## config.mk

```make
export PLATFORM = sky130hd
export DESIGN_NAME = adci_top
export DESIGN_NICKNAME = d
export VERILOG_FILES = /design/src/hw/adci_pkg.sv /design/src/hw/adci_sar_if.sv /design/src/hw/adci_sar.sv /design/src/hw/adci_top.sv
export SDC_FILE = /design/constraint.sdc
export NUM_CORES = 1
export LEC_CHECK = 0
export ABC_AREA = 1
export BUFFER_PORTS_ARGS = -buffer_cell sky130_fd_sc_hd__buf_2
export CAP_MARGIN = 20
export CELL_PAD_IN_SITES_DETAIL_PLACEMENT = 0
export CELL_PAD_IN_SITES_GLOBAL_PLACEMENT = 2
export CORE_MARGIN = 5
export CORE_UTILIZATION = 29
export CTS_BUF_LIST = sky130_fd_sc_hd__clkbuf_8 sky130_fd_sc_hd__clkbuf_16
export CTS_CLUSTER_DIAMETER = 80
export DETAILED_ROUTE_END_ITERATION = 10
export PLACE_DENSITY = 0.77
export SYNTH_ARGS = -nofsm -noshare
export SYNTH_HDL_FRONTEND = slang
export SYNTH_SLANG_ARGS = --single-unit
```

## constraint.sdc

```tcl
create_clock -name clock -period 3.76 [get_ports clock]
set_clock_uncertainty 0.2 [all_clocks]
set_input_delay 0.188 -clock clock [delete_from_list [all_inputs] [get_ports clock]]
set_output_delay 0.188 -clock clock [all_outputs]
set_load 0.005 [all_outputs]
```

## src/hw/adci_pkg.sv

```systemverilog
// adci_pkg: shared constants and types of the converter host interface
// assumes one 10 MHz system clock and a synchronous active-high reset
package adci_pkg;
  localparam int          RESULT_WIDTH       = 8;
  // conversion step clock divider: system cycles per converter clock tick
  localparam int          CONV_CLK_DIV       = 4;
  // ticks spent on each bit decision
  localparam int          TICKS_PER_BIT      = 2;
  // track/hold is taken on this falling converter clock edge after the strobe
  localparam int          HOLD_EDGE          = 3;
  // rom mode guard window after busy rises, in converter clock periods
  localparam int          ROM_GUARD_TICKS    = 1;
  localparam logic [7:0]  RESULT_RESET       = 8'h00;
  localparam logic [7:0]  SAR_HALF_SCALE     = 8'h80;

  typedef enum logic [1:0] {
    ADCI_IDLE,
    ADCI_WAIT_HOLD,
    ADCI_CONVERT,
    ADCI_STALL
  } adci_state_t;
endpackage : adci_pkg

```

## src/hw/adci_sar_if.sv

```systemverilog
// adci_sar_if: handshake between the control logic and the sar engine
// assumes both ends share the block clock
`timescale 1ns/1ns
interface adci_sar_if;
  logic       start;
  logic       step;
  logic       compare_high;
  logic [7:0] trial;
  logic       done;
  logic [7:0] result;
  modport ctrl (output start, output step, input trial, input done, input result);
  modport engine (input start, input step, input compare_high, output trial,
                  output done, output result);
endinterface : adci_sar_if

```

## src/hw/adci_sar.sv

```systemverilog
// adci_sar: eight-step successive approximation register
// assumes the comparator result is valid whenever step is high
`timescale 1ns/1ns
module adci_sar
  import adci_pkg::*;
(
  input wire logic  clock,
  input wire logic  reset,
  adci_sar_if.engine sar
);
  logic [7:0] trial_bit;

  always_ff @(posedge clock) begin
    if (reset) begin
      sar.trial  <= SAR_HALF_SCALE;
      trial_bit  <= SAR_HALF_SCALE;
      sar.done   <= 1'b0;
      sar.result <= RESULT_RESET;
    end else begin
      sar.done <= 1'b0;
      if (sar.start) begin
        sar.trial <= SAR_HALF_SCALE;
        trial_bit <= SAR_HALF_SCALE;
      end else if (sar.step && trial_bit != 8'h00) begin
        // keep the trial bit only when the input is at or above the dac level
        if (!sar.compare_high) begin
          sar.trial <= (sar.trial & ~trial_bit) | (trial_bit >> 1);
        end else begin
          sar.trial <= sar.trial | (trial_bit >> 1);
        end
        trial_bit <= trial_bit >> 1;
        if (trial_bit == 8'h01) begin
          sar.done   <= 1'b1;
          sar.result <= sar.compare_high ? sar.trial : (sar.trial & ~trial_bit);
        end
      end
    end
  end
endmodule : adci_sar

```

## src/hw/adci_top.sv

```systemverilog
// adci_top: host read and convert control of an 8-bit sar converter
// assumes host strobes are synchronous to clock; comparator is external
`timescale 1ns/1ns
// Behaviour
// - Results leave on eight three-state outputs, bit 7 the msb and bit 0 the lsb.
// - The read strobe counts only while device select is low.
// - Data outputs are driven only while select and read are both low.
// - In host-started modes a selected read falling edge starts a conversion.
// - Mode low gives continuous conversion, mode high host-started conversion.
// - Busy goes low when a conversion starts and high when it completes.
// - Conversion timing comes from the converter clock, here a divided tick.
// - When busy returns high the new result is loaded into the output latch.
// - In rom mode a read within one converter clock of busy rising starts nothing.
// - In continuous mode a read held at busy rise delays latch and stops converting.
// - In host-started mode the input is held on the third falling converter clock edge after read falls; continuous mode holds it as conversion starts.
module adci_top
  import adci_pkg::*;
#(
  parameter int DIV = CONV_CLK_DIV
) (
  input  wire logic                    clock,
  input  wire logic                    reset,
  input  wire logic                    select_n,
  input  wire logic                    read_n,
  input  wire logic                    mode,
  input  wire logic                    compare_high,
  output logic [RESULT_WIDTH-1:0]      result_bits_out,
  output logic [RESULT_WIDTH-1:0]      result_bits_oe,
  output logic                         busy_n,
  output logic                         hold_sample,
  output logic [RESULT_WIDTH-1:0]      dac_code
);
  adci_sar_if sar ();
  localparam logic [7:0] GUARD_CYCLES = 8'(DIV * ROM_GUARD_TICKS);

  adci_state_t state;
  logic [7:0]  div_count;
  logic        tick;
  logic        tick_fall;
  logic        read_prev;
  logic        access;
  logic        read_fall;
  logic [2:0]  edge_count;
  logic [2:0]  step_count;
  logic [7:0]  guard_count;
  logic [7:0]  latch_data;
  logic [7:0]  pending;
  logic        pending_valid;

  // divider terminal compare, shared by both tick phases
  function automatic logic div_hit(input logic [7:0] count, input int limit);
    return count == 8'(limit);
  endfunction : div_hit

  // last converter tick of one bit period
  function automatic logic step_last(input logic [2:0] count);
    return count == 3'(TICKS_PER_BIT - 1);
  endfunction : step_last

  assign access            = !select_n && !read_n;
  assign read_fall         = access && !read_prev;
  assign sar.compare_high  = compare_high;

  adci_sar u_sar (
    .clock (clock),
    .reset (reset),
    .sar   (sar)
  );

  // converter clock tick
  // tick_fall sits half a period after tick and stands in for the falling edge
  always_ff @(posedge clock) begin
    if (reset) begin
      div_count <= 8'h00;
      tick      <= 1'b0;
      tick_fall <= 1'b0;
    end else begin
      tick      <= div_hit(div_count, DIV - 1);
      tick_fall <= div_hit(div_count, DIV / 2 - 1);
      div_count <= div_hit(div_count, DIV - 1) ? 8'h00 : div_count + 8'h01;
    end
  end

  // select gates read
  // resets to the idle level of access, so no false edge follows reset
  always_ff @(posedge clock) begin
    if (reset) begin
      read_prev <= 1'b0;
    end else begin
      read_prev <= access;
    end
  end

  // guard after busy rises
  // counted in system cycles so the window spans a whole converter period
  always_ff @(posedge clock) begin
    if (reset) begin
      guard_count <= 8'h00;
    end else if (sar.done) begin
      guard_count <= GUARD_CYCLES;
    end else if (guard_count != 8'h00) begin
      guard_count <= guard_count - 8'h01;
    end
  end

  // conversion sequencing
  always_ff @(posedge clock) begin
    if (reset) begin
      state       <= ADCI_IDLE;
      busy_n      <= 1'b1;
      hold_sample <= 1'b0;
      edge_count  <= 3'h0;
      step_count  <= 3'h0;
      sar.start   <= 1'b0;
      sar.step    <= 1'b0;
    end else begin
      sar.start <= 1'b0;
      sar.step  <= 1'b0;
      case (state)
        ADCI_IDLE: begin
          if (!mode) begin
            if (!access) begin
              state       <= ADCI_CONVERT;
              busy_n      <= 1'b0;
              sar.start   <= 1'b1;
              hold_sample <= 1'b1;
              step_count  <= 3'h0;
            end
          end else if (read_fall && guard_count == 8'h00) begin
            state       <= ADCI_WAIT_HOLD;
            busy_n      <= 1'b0;
            hold_sample <= 1'b0;
            edge_count  <= 3'h0;
            sar.start   <= 1'b1;
          end
        end
        ADCI_WAIT_HOLD: begin
          if (tick_fall) begin
            if (edge_count == 3'(HOLD_EDGE - 1)) begin
              hold_sample <= 1'b1;
              state       <= ADCI_CONVERT;
              step_count  <= 3'h0;
            end
            edge_count <= edge_count + 3'h1;
          end
        end
        ADCI_CONVERT: begin
          if (tick) begin
            step_count <= step_last(step_count) ? 3'h0 : step_count + 3'h1;
            sar.step   <= step_last(step_count);
          end
          if (sar.done) begin
            busy_n      <= 1'b1;
            hold_sample <= 1'b0;
            state       <= (!mode && access) ? ADCI_STALL : ADCI_IDLE;
          end
        end
        ADCI_STALL: begin
          // resume once the read is released
          if (!access) begin
            state <= ADCI_IDLE;
          end
        end
        default: state <= ADCI_IDLE;
      endcase
    end
  end

  // latch on busy rise, deferred while a continuous read is held
  always_ff @(posedge clock) begin
    if (reset) begin
      latch_data    <= RESULT_RESET;
      pending       <= RESULT_RESET;
      pending_valid <= 1'b0;
    end else if (sar.done) begin
      if (!mode && access) begin
        pending       <= sar.result;
        pending_valid <= 1'b1;
      end else begin
        latch_data <= sar.result;
      end
    end else if (pending_valid && !access) begin
      latch_data    <= pending;
      pending_valid <= 1'b0;
    end
  end

  // latched byte, bit 7 the msb
  always_ff @(posedge clock) begin
    if (reset) begin
      result_bits_out <= RESULT_RESET;
    end else begin
      result_bits_out <= latch_data;
    end
  end

  always_ff @(posedge clock) begin
    if (reset) begin
      result_bits_oe <= 8'h00;
    end else begin
      result_bits_oe <= access ? 8'hFF : 8'h00;
    end
  end

  always_ff @(posedge clock) begin
    if (reset) begin
      dac_code <= SAR_HALF_SCALE;
    end else begin
      dac_code <= sar.trial;
    end
  end
endmodule : adci_top

```

==> impl_summary.log, run 1 <==
INFO  metric drv.max_cap_violation_count = 0
INFO  metric rsz0062_at_grt = false
INFO  metric grt_max_degree = 27
INFO  metric synth_area = 3800 um2
INFO  metric cts_num_sinks = 89
INFO  metric ys_ff_latch = 89
INFO  metric p_switching = 812 uW
INFO  metric cp-start-kind = flip-flop
INFO  metric total_leakage_power = 1.84 nW
INFO  metric num_vias = 2,911
INFO  metric post_synthesis_area_per_instance = 7.85 um2
INFO  metric ys.flop_type = dfxtp_1
INFO  metric switching_share = 31.6%
INFO  metric dpl-instance-area = 4030 um2
INFO  metric drive_above_1_share = 16.0%
INFO  metric post_synth_edffs = 0
INFO  metric route.detailed.wl_per_inst = 10.9 um
INFO  metric timing.final.crit_period = 1870 ps
INFO  metric synth.most_common_cell = dfxtp_1
INFO  metric detail-route-antenna-nets = 0
INFO  metric ff2ff_path_depth = 7
INFO  metric synth.area.top_cells = dfxtp_1, a21oi_1, nand2_1
INFO  metric grt_util_all_layers = 10.1%
INFO  metric critical_path_peak_fanout = 19
INFO  metric layout.cells.non_filler = 684
INFO  metric cts_made_buffers = 9
INFO  metric drt_pre_antenna_iters = 4
INFO  metric worst_setup_hold_path_clk_slew = 60 ps
INFO  metric min_path_cells = 4
INFO  metric dpl.cell_count = 667
INFO  metric clkLatencyLatePin = 340 ps
INFO  metric tightestPinTransition = 636 ps
INFO  metric dr.first_iter.drc_count = 98
INFO  metric seqPwrFrac = 41.0%
INFO  metric post-route-period-util = 49.6%
INFO  metric yosys-top-cells-count = dfxtp_1, nand2_1, inv_1
INFO  metric syn_nets = 500
INFO  metric nFillCells = 1,383
INFO  metric setup-tns-final = 0 ps
INFO  metric port-buffer-count = 31
INFO  metric fp.dieArea = 15,500 um2
INFO  metric rows = 41
INFO  metric synth_top_cell_area_share = 46.8%
INFO  metric post-route-cell-area = 4340 um2
INFO  metric cts_tree = built
INFO  metric viasPerCell = 4.26
INFO  metric die-height = 125 um
INFO  metric cts.hold.buffers_added = 1
INFO  metric dp_hpwl = 5.29 mm
INFO  metric slew-limit-headroom = 57.5%
INFO  metric vdd.ir_drop.worst = 192 uV
INFO  metric wl = 7.47 mm
INFO  metric synthToLayoutAreaGrowth = 14.0%
INFO  metric number_of_post_cts_setup_repair_buffers = 0
INFO  metric gp_congestion = 0.792
INFO  metric cts_resized = 0
INFO  metric ratio_of_total_power_to_cell_area = 592 nW/um2
INFO  metric worst_case_clock_buffer_depth = 2
INFO  metric async_reset_ff_share = 0%
INFO  metric h_tree_depth = 3
INFO  metric ys_seq_area_share = 46.8%
INFO  metric core_region_area = 12,700 um2
INFO  metric global_route_wire_length_before_repair = 12.9 mm
INFO  metric number_of_antenna_violations_at_the_first_check_in_global_routing = 0
INFO  metric power_report.internal_total = 1.75 mW
INFO  metric post_synth_num_cell_types = 36
INFO  metric setup.worst_path.class = flip-flop to flip-flop
INFO  metric hp-class = input pin to flip-flop
INFO  metric synth-warning-count = 0
INFO  metric worstPathArrival = 1900 ps
INFO  metric outcome = completed
INFO  metric master_cell_of_the_clock_root_buffer = clkbuf_16
INFO  metric timing.final.setup_violations = 0
INFO  metric netlist.top_cell.by_area = dfxtp_1
INFO  metric clock_power_share = 35.4%
INFO  metric grt_overflow = 0
INFO  metric synthesis.instances = 485
INFO  metric critical_path_required = 3800 ps
INFO  metric io_pins = 32
INFO  metric crit_path_end_kind = flip-flop
INFO  metric floorplan.die.width = 125 um
INFO  metric initial_utilization = 29.9%
INFO  metric fin_nets = 522
INFO  metric hold_violation_count_in_the_final_report = 0
INFO  metric drv_slew = 0
INFO  metric residual_drc = 0
INFO  metric first_global_vias = 2,716
INFO  metric antenna_cells_inserted = 0
INFO  metric share_comb_of_total_power = 23.6%
INFO  metric achievable-frequency = 536 MHz
==> critical path, cell delays in order, from the launching register on <==
cell	delay [ps]
dfxtp_1	730
inv_2	130
nand2_2	110
nand3_1	80
a21oi_1	260
nand3_1	130
nand2_1	70
nor2_1	40
==> stage by stage <==
stage,setup slack (ps),power (mW),utilization (%),hold WS (ps)
6_report,1890,2.57,34.1,20.0
2_1_floorplan,2110,1.56,-,160
5_1_grt,1640,2.74,34.1,32.0
3_3_place_gp,1950,1.68,31.6,222
3_5_place_dp,1880,1.68,31.6,223
4_1_cts,1890,2.60,34.1,11.2
==> cells in the final DEF (no fill, tap or decap), types with 3 or more instances in the layout <==
cell type / netlist / final
nand2_2: 8 / 8
clkbuf_16: 0 / 9
dfxtp_1: 89 / 89
nand3_1: 15 / 15
inv_1: 69 / 69
a21oi_2: 3 / 3
inv_2: 4 / 4
o21ai_0: 31 / 31
a211oi_2: 4 / 4
nor2_2: 4 / 4
o21ai_1: 4 / 4
clkinv_2: 0 / 3
ha_1: 9 / 9
buf_2: 2 / 31
a21oi_1: 56 / 56
nand2_1: 72 / 72
nand3_2: 3 / 3
nor2_1: 60 / 60
nor3_1: 5 / 5
xor2_1: 7 / 7
==> cells by family after synthesis <==
kind of cell    count (synthesis)  share of synthesized area, %
xor+xnor                        8                          1.84
buf+inv                        95                          11.3
fa+ha+maj                       9                          2.96
simple gates                  178                          21.2
compound gates                106                          15.9
flops                          89                          46.8
==> metal layers <==
metal | global-route usage (%) | share of wire [%]
met5 | 0 | 0
met4 | 5.22 | 2.3
met3 | 2.96 | 3.9
met2 | 15.2 | 43
met1 | 12.9 | 51
==> registers in the layout (all words and copies together) (netlist names), 2 cells and up <==
| signal | flops |
|---|---|
| dac_code | 8 |
| div_count | 8 |
| guard_count | 8 |
| latch_data | 8 |
| pending | 8 |
| result_bits_out | 8 |
| u_sar.sar.result | 8 |
| u_sar.sar.trial | 8 |
| u_sar.trial_bit | 8 |
| edge_count | 3 |
| step_count | 3 |
| state | 2 |
==> power by group through the flow <==
| stage | combinational (mW) | clock [mW] | sequential, mW |
|---|---|---|---|
| after floorplan | 0.494 | 0 | 1.06 |
| after global placement | 0.610 | 0 | 1.07 |
| after detailed placement | 0.604 | 0 | 1.07 |
| after CTS | 0.607 | 0.944 | 1.05 |
| after global routing | 0.694 | 0.983 | 1.06 |
| final | 0.605 | 0.908 | 1.05 |
==> cell type report <==
type | count | area [um2] | share of cell area (%)
inverter | 73 | 274 | 6.32
clock buffer | 10 | 239 | 5.51
clock inverter | 6 | 62.6 | 1.44
timing repair buffer | 33 | 173 | 3.98
tap | 172 | 215 | 4.96
multi-input combinational | 301 | 1590 | 36.7
sequential | 89 | 1780 | 41.1
==> final timing paths <==
path / from / to / slack, ps
worst max-delay path: u_sar.sar.done$_SDFF_PP0_ / state[1]$_SDFFE_PP0P_ / 1890
worst min-delay path: select_n / result_bits_oe[6]$_SDFF_PP0_ / 20
worst max register to register: u_sar.sar.done$_SDFF_PP0_ / state[1]$_SDFFE_PP0P_ / 1890
worst min register to register: latch_data[1]$_SDFFE_PP0P_ / result_bits_out[1]$_SDFF_PP0_ / 230
Note: power is estimated with default switching activity, not from simulation.
==> inputs of run 2 (changes only) <==
Clock period 3.76 ns to 1.75 ns, I/O delays scaled along.
==> impl_summary.log, run 2 (same netlist as run 1, synthesis figures left out) <==
INFO  metric fp.dieArea = 15,500 um2 (unchanged)
INFO  metric viasPerCell = 4.24 (was 4.26)
INFO  metric hold_slack_final = 38.0 ps (was 20.0 ps)
INFO  metric rows = 41 (unchanged)
INFO  metric wl = 7.69 mm (was 7.47 mm)
INFO  metric ff2ff_path_depth = 9 (was 7)
INFO  metric critical_path_peak_fanout = 8 (was 19)
INFO  metric hold-path-endpoint = pending_valid$_SDFFE_PP0P_ (was result_bits_oe[6]$_SDFF_PP0_)
INFO  metric clkLatencyLatePin = 340 ps (about the same)
INFO  metric cts_num_sinks = 89 (unchanged)
INFO  metric master_cell_of_the_clock_root_buffer = clkbuf_16 (unchanged)
INFO  metric outcome = completed (unchanged)
INFO  metric synthToLayoutAreaGrowth = 18.5% (was 14.0%)
INFO  metric grt_util_all_layers = 10.3% (was 10.1%)
INFO  metric crit_path_end_kind = flip-flop (unchanged)
INFO  metric number_of_antenna_violations_at_the_first_check_in_global_routing = 0 (unchanged)
INFO  metric most_common_library_cell_in_the_layout_ignoring_fill_and_taps = dfxtp_1 (unchanged)
INFO  metric fin_nets = 535 (was 522)
INFO  metric hold_violation_count_in_the_final_report = 0 (unchanged)
INFO  metric h_tree_depth = 3 (unchanged)
INFO  metric drv_slew = 0 (unchanged)
INFO  metric layout.cells.most_common_list = dfxtp_1, nand2_1, inv_1 (unchanged)
INFO  metric port-buffer-count = 31 (unchanged)
INFO  metric cp-start-kind = flip-flop (unchanged)
INFO  metric slew-limit-headroom = 65.4% (was 57.5%)
INFO  metric hp-class = input pin to flip-flop (unchanged)
INFO  metric cts_tree = built (unchanged)
INFO  metric dpl-instance-area = 4080 um2 (was 4030 um2)
INFO  metric tightestPinTransition = 519 ps (was 636 ps)
INFO  metric global_route_wire_length_before_repair = 13.2 mm (was 12.9 mm)
INFO  metric first_global_vias = 2,877 (was 2,716)
INFO  metric floorplan.die.width = 125 um (unchanged)
INFO  metric nFillCells = 1,361 (was 1,383)
INFO  metric layout.cells.non_filler = 697 (was 684)
INFO  metric drv.max_cap_violation_count = 0 (unchanged)
INFO  metric achievable-frequency = 612 MHz (was 536 MHz)
INFO  metric timing.final.setup_violations = 0 (unchanged)
INFO  metric setup-tns-final = 0 ps (unchanged)
INFO  metric postLayoutCoreUtil = 35.5% (was 34.1%)
INFO  metric dr.first_iter.drc_count = 166 (was 98)
INFO  metric preCtsSetupSlack = -6.98 ps (was 1880 ps)
INFO  metric cts_made_buffers = 9 (unchanged)
INFO  metric grt_overflow = 0 (unchanged)
INFO  metric r2r_start = guard_count[0]$_SDFFE_PP0P_ (was u_sar.sar.done$_SDFF_PP0_)
INFO  metric worst_setup_hold_path_clk_slew = 60 ps (about the same)
INFO  metric gp_congestion = 0.785 (was 0.792)
INFO  metric ratio_of_total_power_to_cell_area = 1270 nW/um2 (was 592 nW/um2)
INFO  metric vdd.ir_drop.worst = 467 uV (was 192 uV)
INFO  metric detail-route-antenna-nets = 0 (unchanged)
INFO  metric min_path_cells = 6 (was 4)
INFO  metric worstPathArrival = 1670 ps (was 1900 ps)
INFO  metric setup_ws = 116 ps (was 1890 ps)
INFO  metric area_of_combinational_cells_with_multiple_inputs = 1650 um2 (was 1590 um2)
INFO  metric worst_case_clock_buffer_depth = 2 (unchanged)
INFO  metric total_leakage_power = 1.91 nW (was 1.84 nW)
INFO  metric grt_max_degree = 26 (was 27)
INFO  metric initial_utilization = 29.9% (unchanged)
INFO  metric dpl.cell_count = 674 (was 667)
INFO  metric post-layout-total-power = 5.75 mW (was 2.57 mW)
INFO  metric critical_path_required = 1780 ps (was 3800 ps)
INFO  metric num_vias = 2,955 (was 2,911)
INFO  metric hold_path_startpoint = read_n (was select_n)
INFO  metric io_pins = 32 (unchanged)
INFO  metric post-route-period-util = 93.4% (was 49.6%)
INFO  metric drive_above_1_share = 19.4% (was 16.0%)
INFO  metric core_region_area = 12,700 um2 (unchanged)
INFO  metric post-route-cell-area = 4510 um2 (was 4340 um2)
INFO  metric die-height = 125 um (unchanged)
INFO  metric route.detailed.wl_per_inst = 11.0 um (was 10.9 um)
INFO  metric final-seq-area = 1780 um2 (about the same)
INFO  metric residual_drc = 0 (unchanged)
INFO  metric timing.final.crit_period = 1630 ps (was 1870 ps)
INFO  metric antenna_cells_inserted = 0 (unchanged)
INFO  metric setup.worst_path.class = flip-flop to flip-flop (unchanged)
INFO  metric r2r_setup_slack = 120 ps (was 1890 ps)
INFO  metric drt_pre_antenna_iters = 4 (unchanged)
INFO  metric dp_hpwl = 5.38 mm (was 5.29 mm)
INFO  metric worst_r2r_endpoint = state[0]$_SDFFE_PP0P_ (was state[1]$_SDFFE_PP0P_)
-- run 2: critical path: stages (launching register included) --
cell and delay, ps:
dfxtp_1 290, inv_1 110, ha_2 230, nand2_1 90
nor2_4 150, nand3_2 120, nand3_4 120, nand3_1 80
nand2_1 80, nor2_1 50
-- run 2: power breakdown --
part	total [mW]	switching [mW]	internal (mW)
Clock	1.97	0.759	1.21
Combinational	1.50	0.892	0.609
Sequential	2.28	0.114	2.17
Total	5.75	1.76	3.99
-- run 2: per-layer routing --
| metal | vias to the layer above | share of wire (%) | GRT usage [%] |
|---|---|---|---|
| li1 | 1594 | - | - |
| met1 | 1322 | 48 | 12.2 |
| met2 | 31 | 47 | 16.7 |
| met3 | 8 | 4.6 | 4.29 |
| met4 | 0 | 0.75 | 3.42 |
| met5 | - | 0 | 0 |
-- run 2: what timing repair did --
| item | in CTS | in global routing |
|---|---|---|
| hold endpoints to repair | 8 | 0 |
| hold buffers | 4 | 0 |
| endpoints found under the setup margin | 3 | 10 |
| setup buffers | 0 | 3 |
| resized for setup | 2 | 15 |
| pin swaps | 0 | 3 |
-- run 2: how the worst max path moves through the flow --
stage,endpoint,depth (start not counted),from,slack (ps)
detailed placement,state[0]$_SDFFE_PP0P_,8,state[0]$_SDFFE_PP0P_,-7
finish,state[0]$_SDFFE_PP0P_,9,guard_count[0]$_SDFFE_PP0P_,120
floorplan,step_count[2]$_SDFFE_PP0P_,9,state[0]$_SDFFE_PP0P_,100
CTS,step_count[0]$_SDFFE_PP0P_,8,state[1]$_SDFFE_PP0P_,10
global placement,step_count[2]$_SDFFE_PP0P_,9,state[0]$_SDFFE_PP0P_,40
global route,state[0]$_SDFFE_PP0P_,9,guard_count[0]$_SDFFE_PP0P_,-30
-- run 2: cell type report --
class,instances,area share [%]
sequential,89,39.6
multi-input combinational,301,36.6
timing repair buffer,46,6.16
inverter,73,6.07
clock buffer,12,5.91
tap,172,4.77
clock inverter,4,0.943
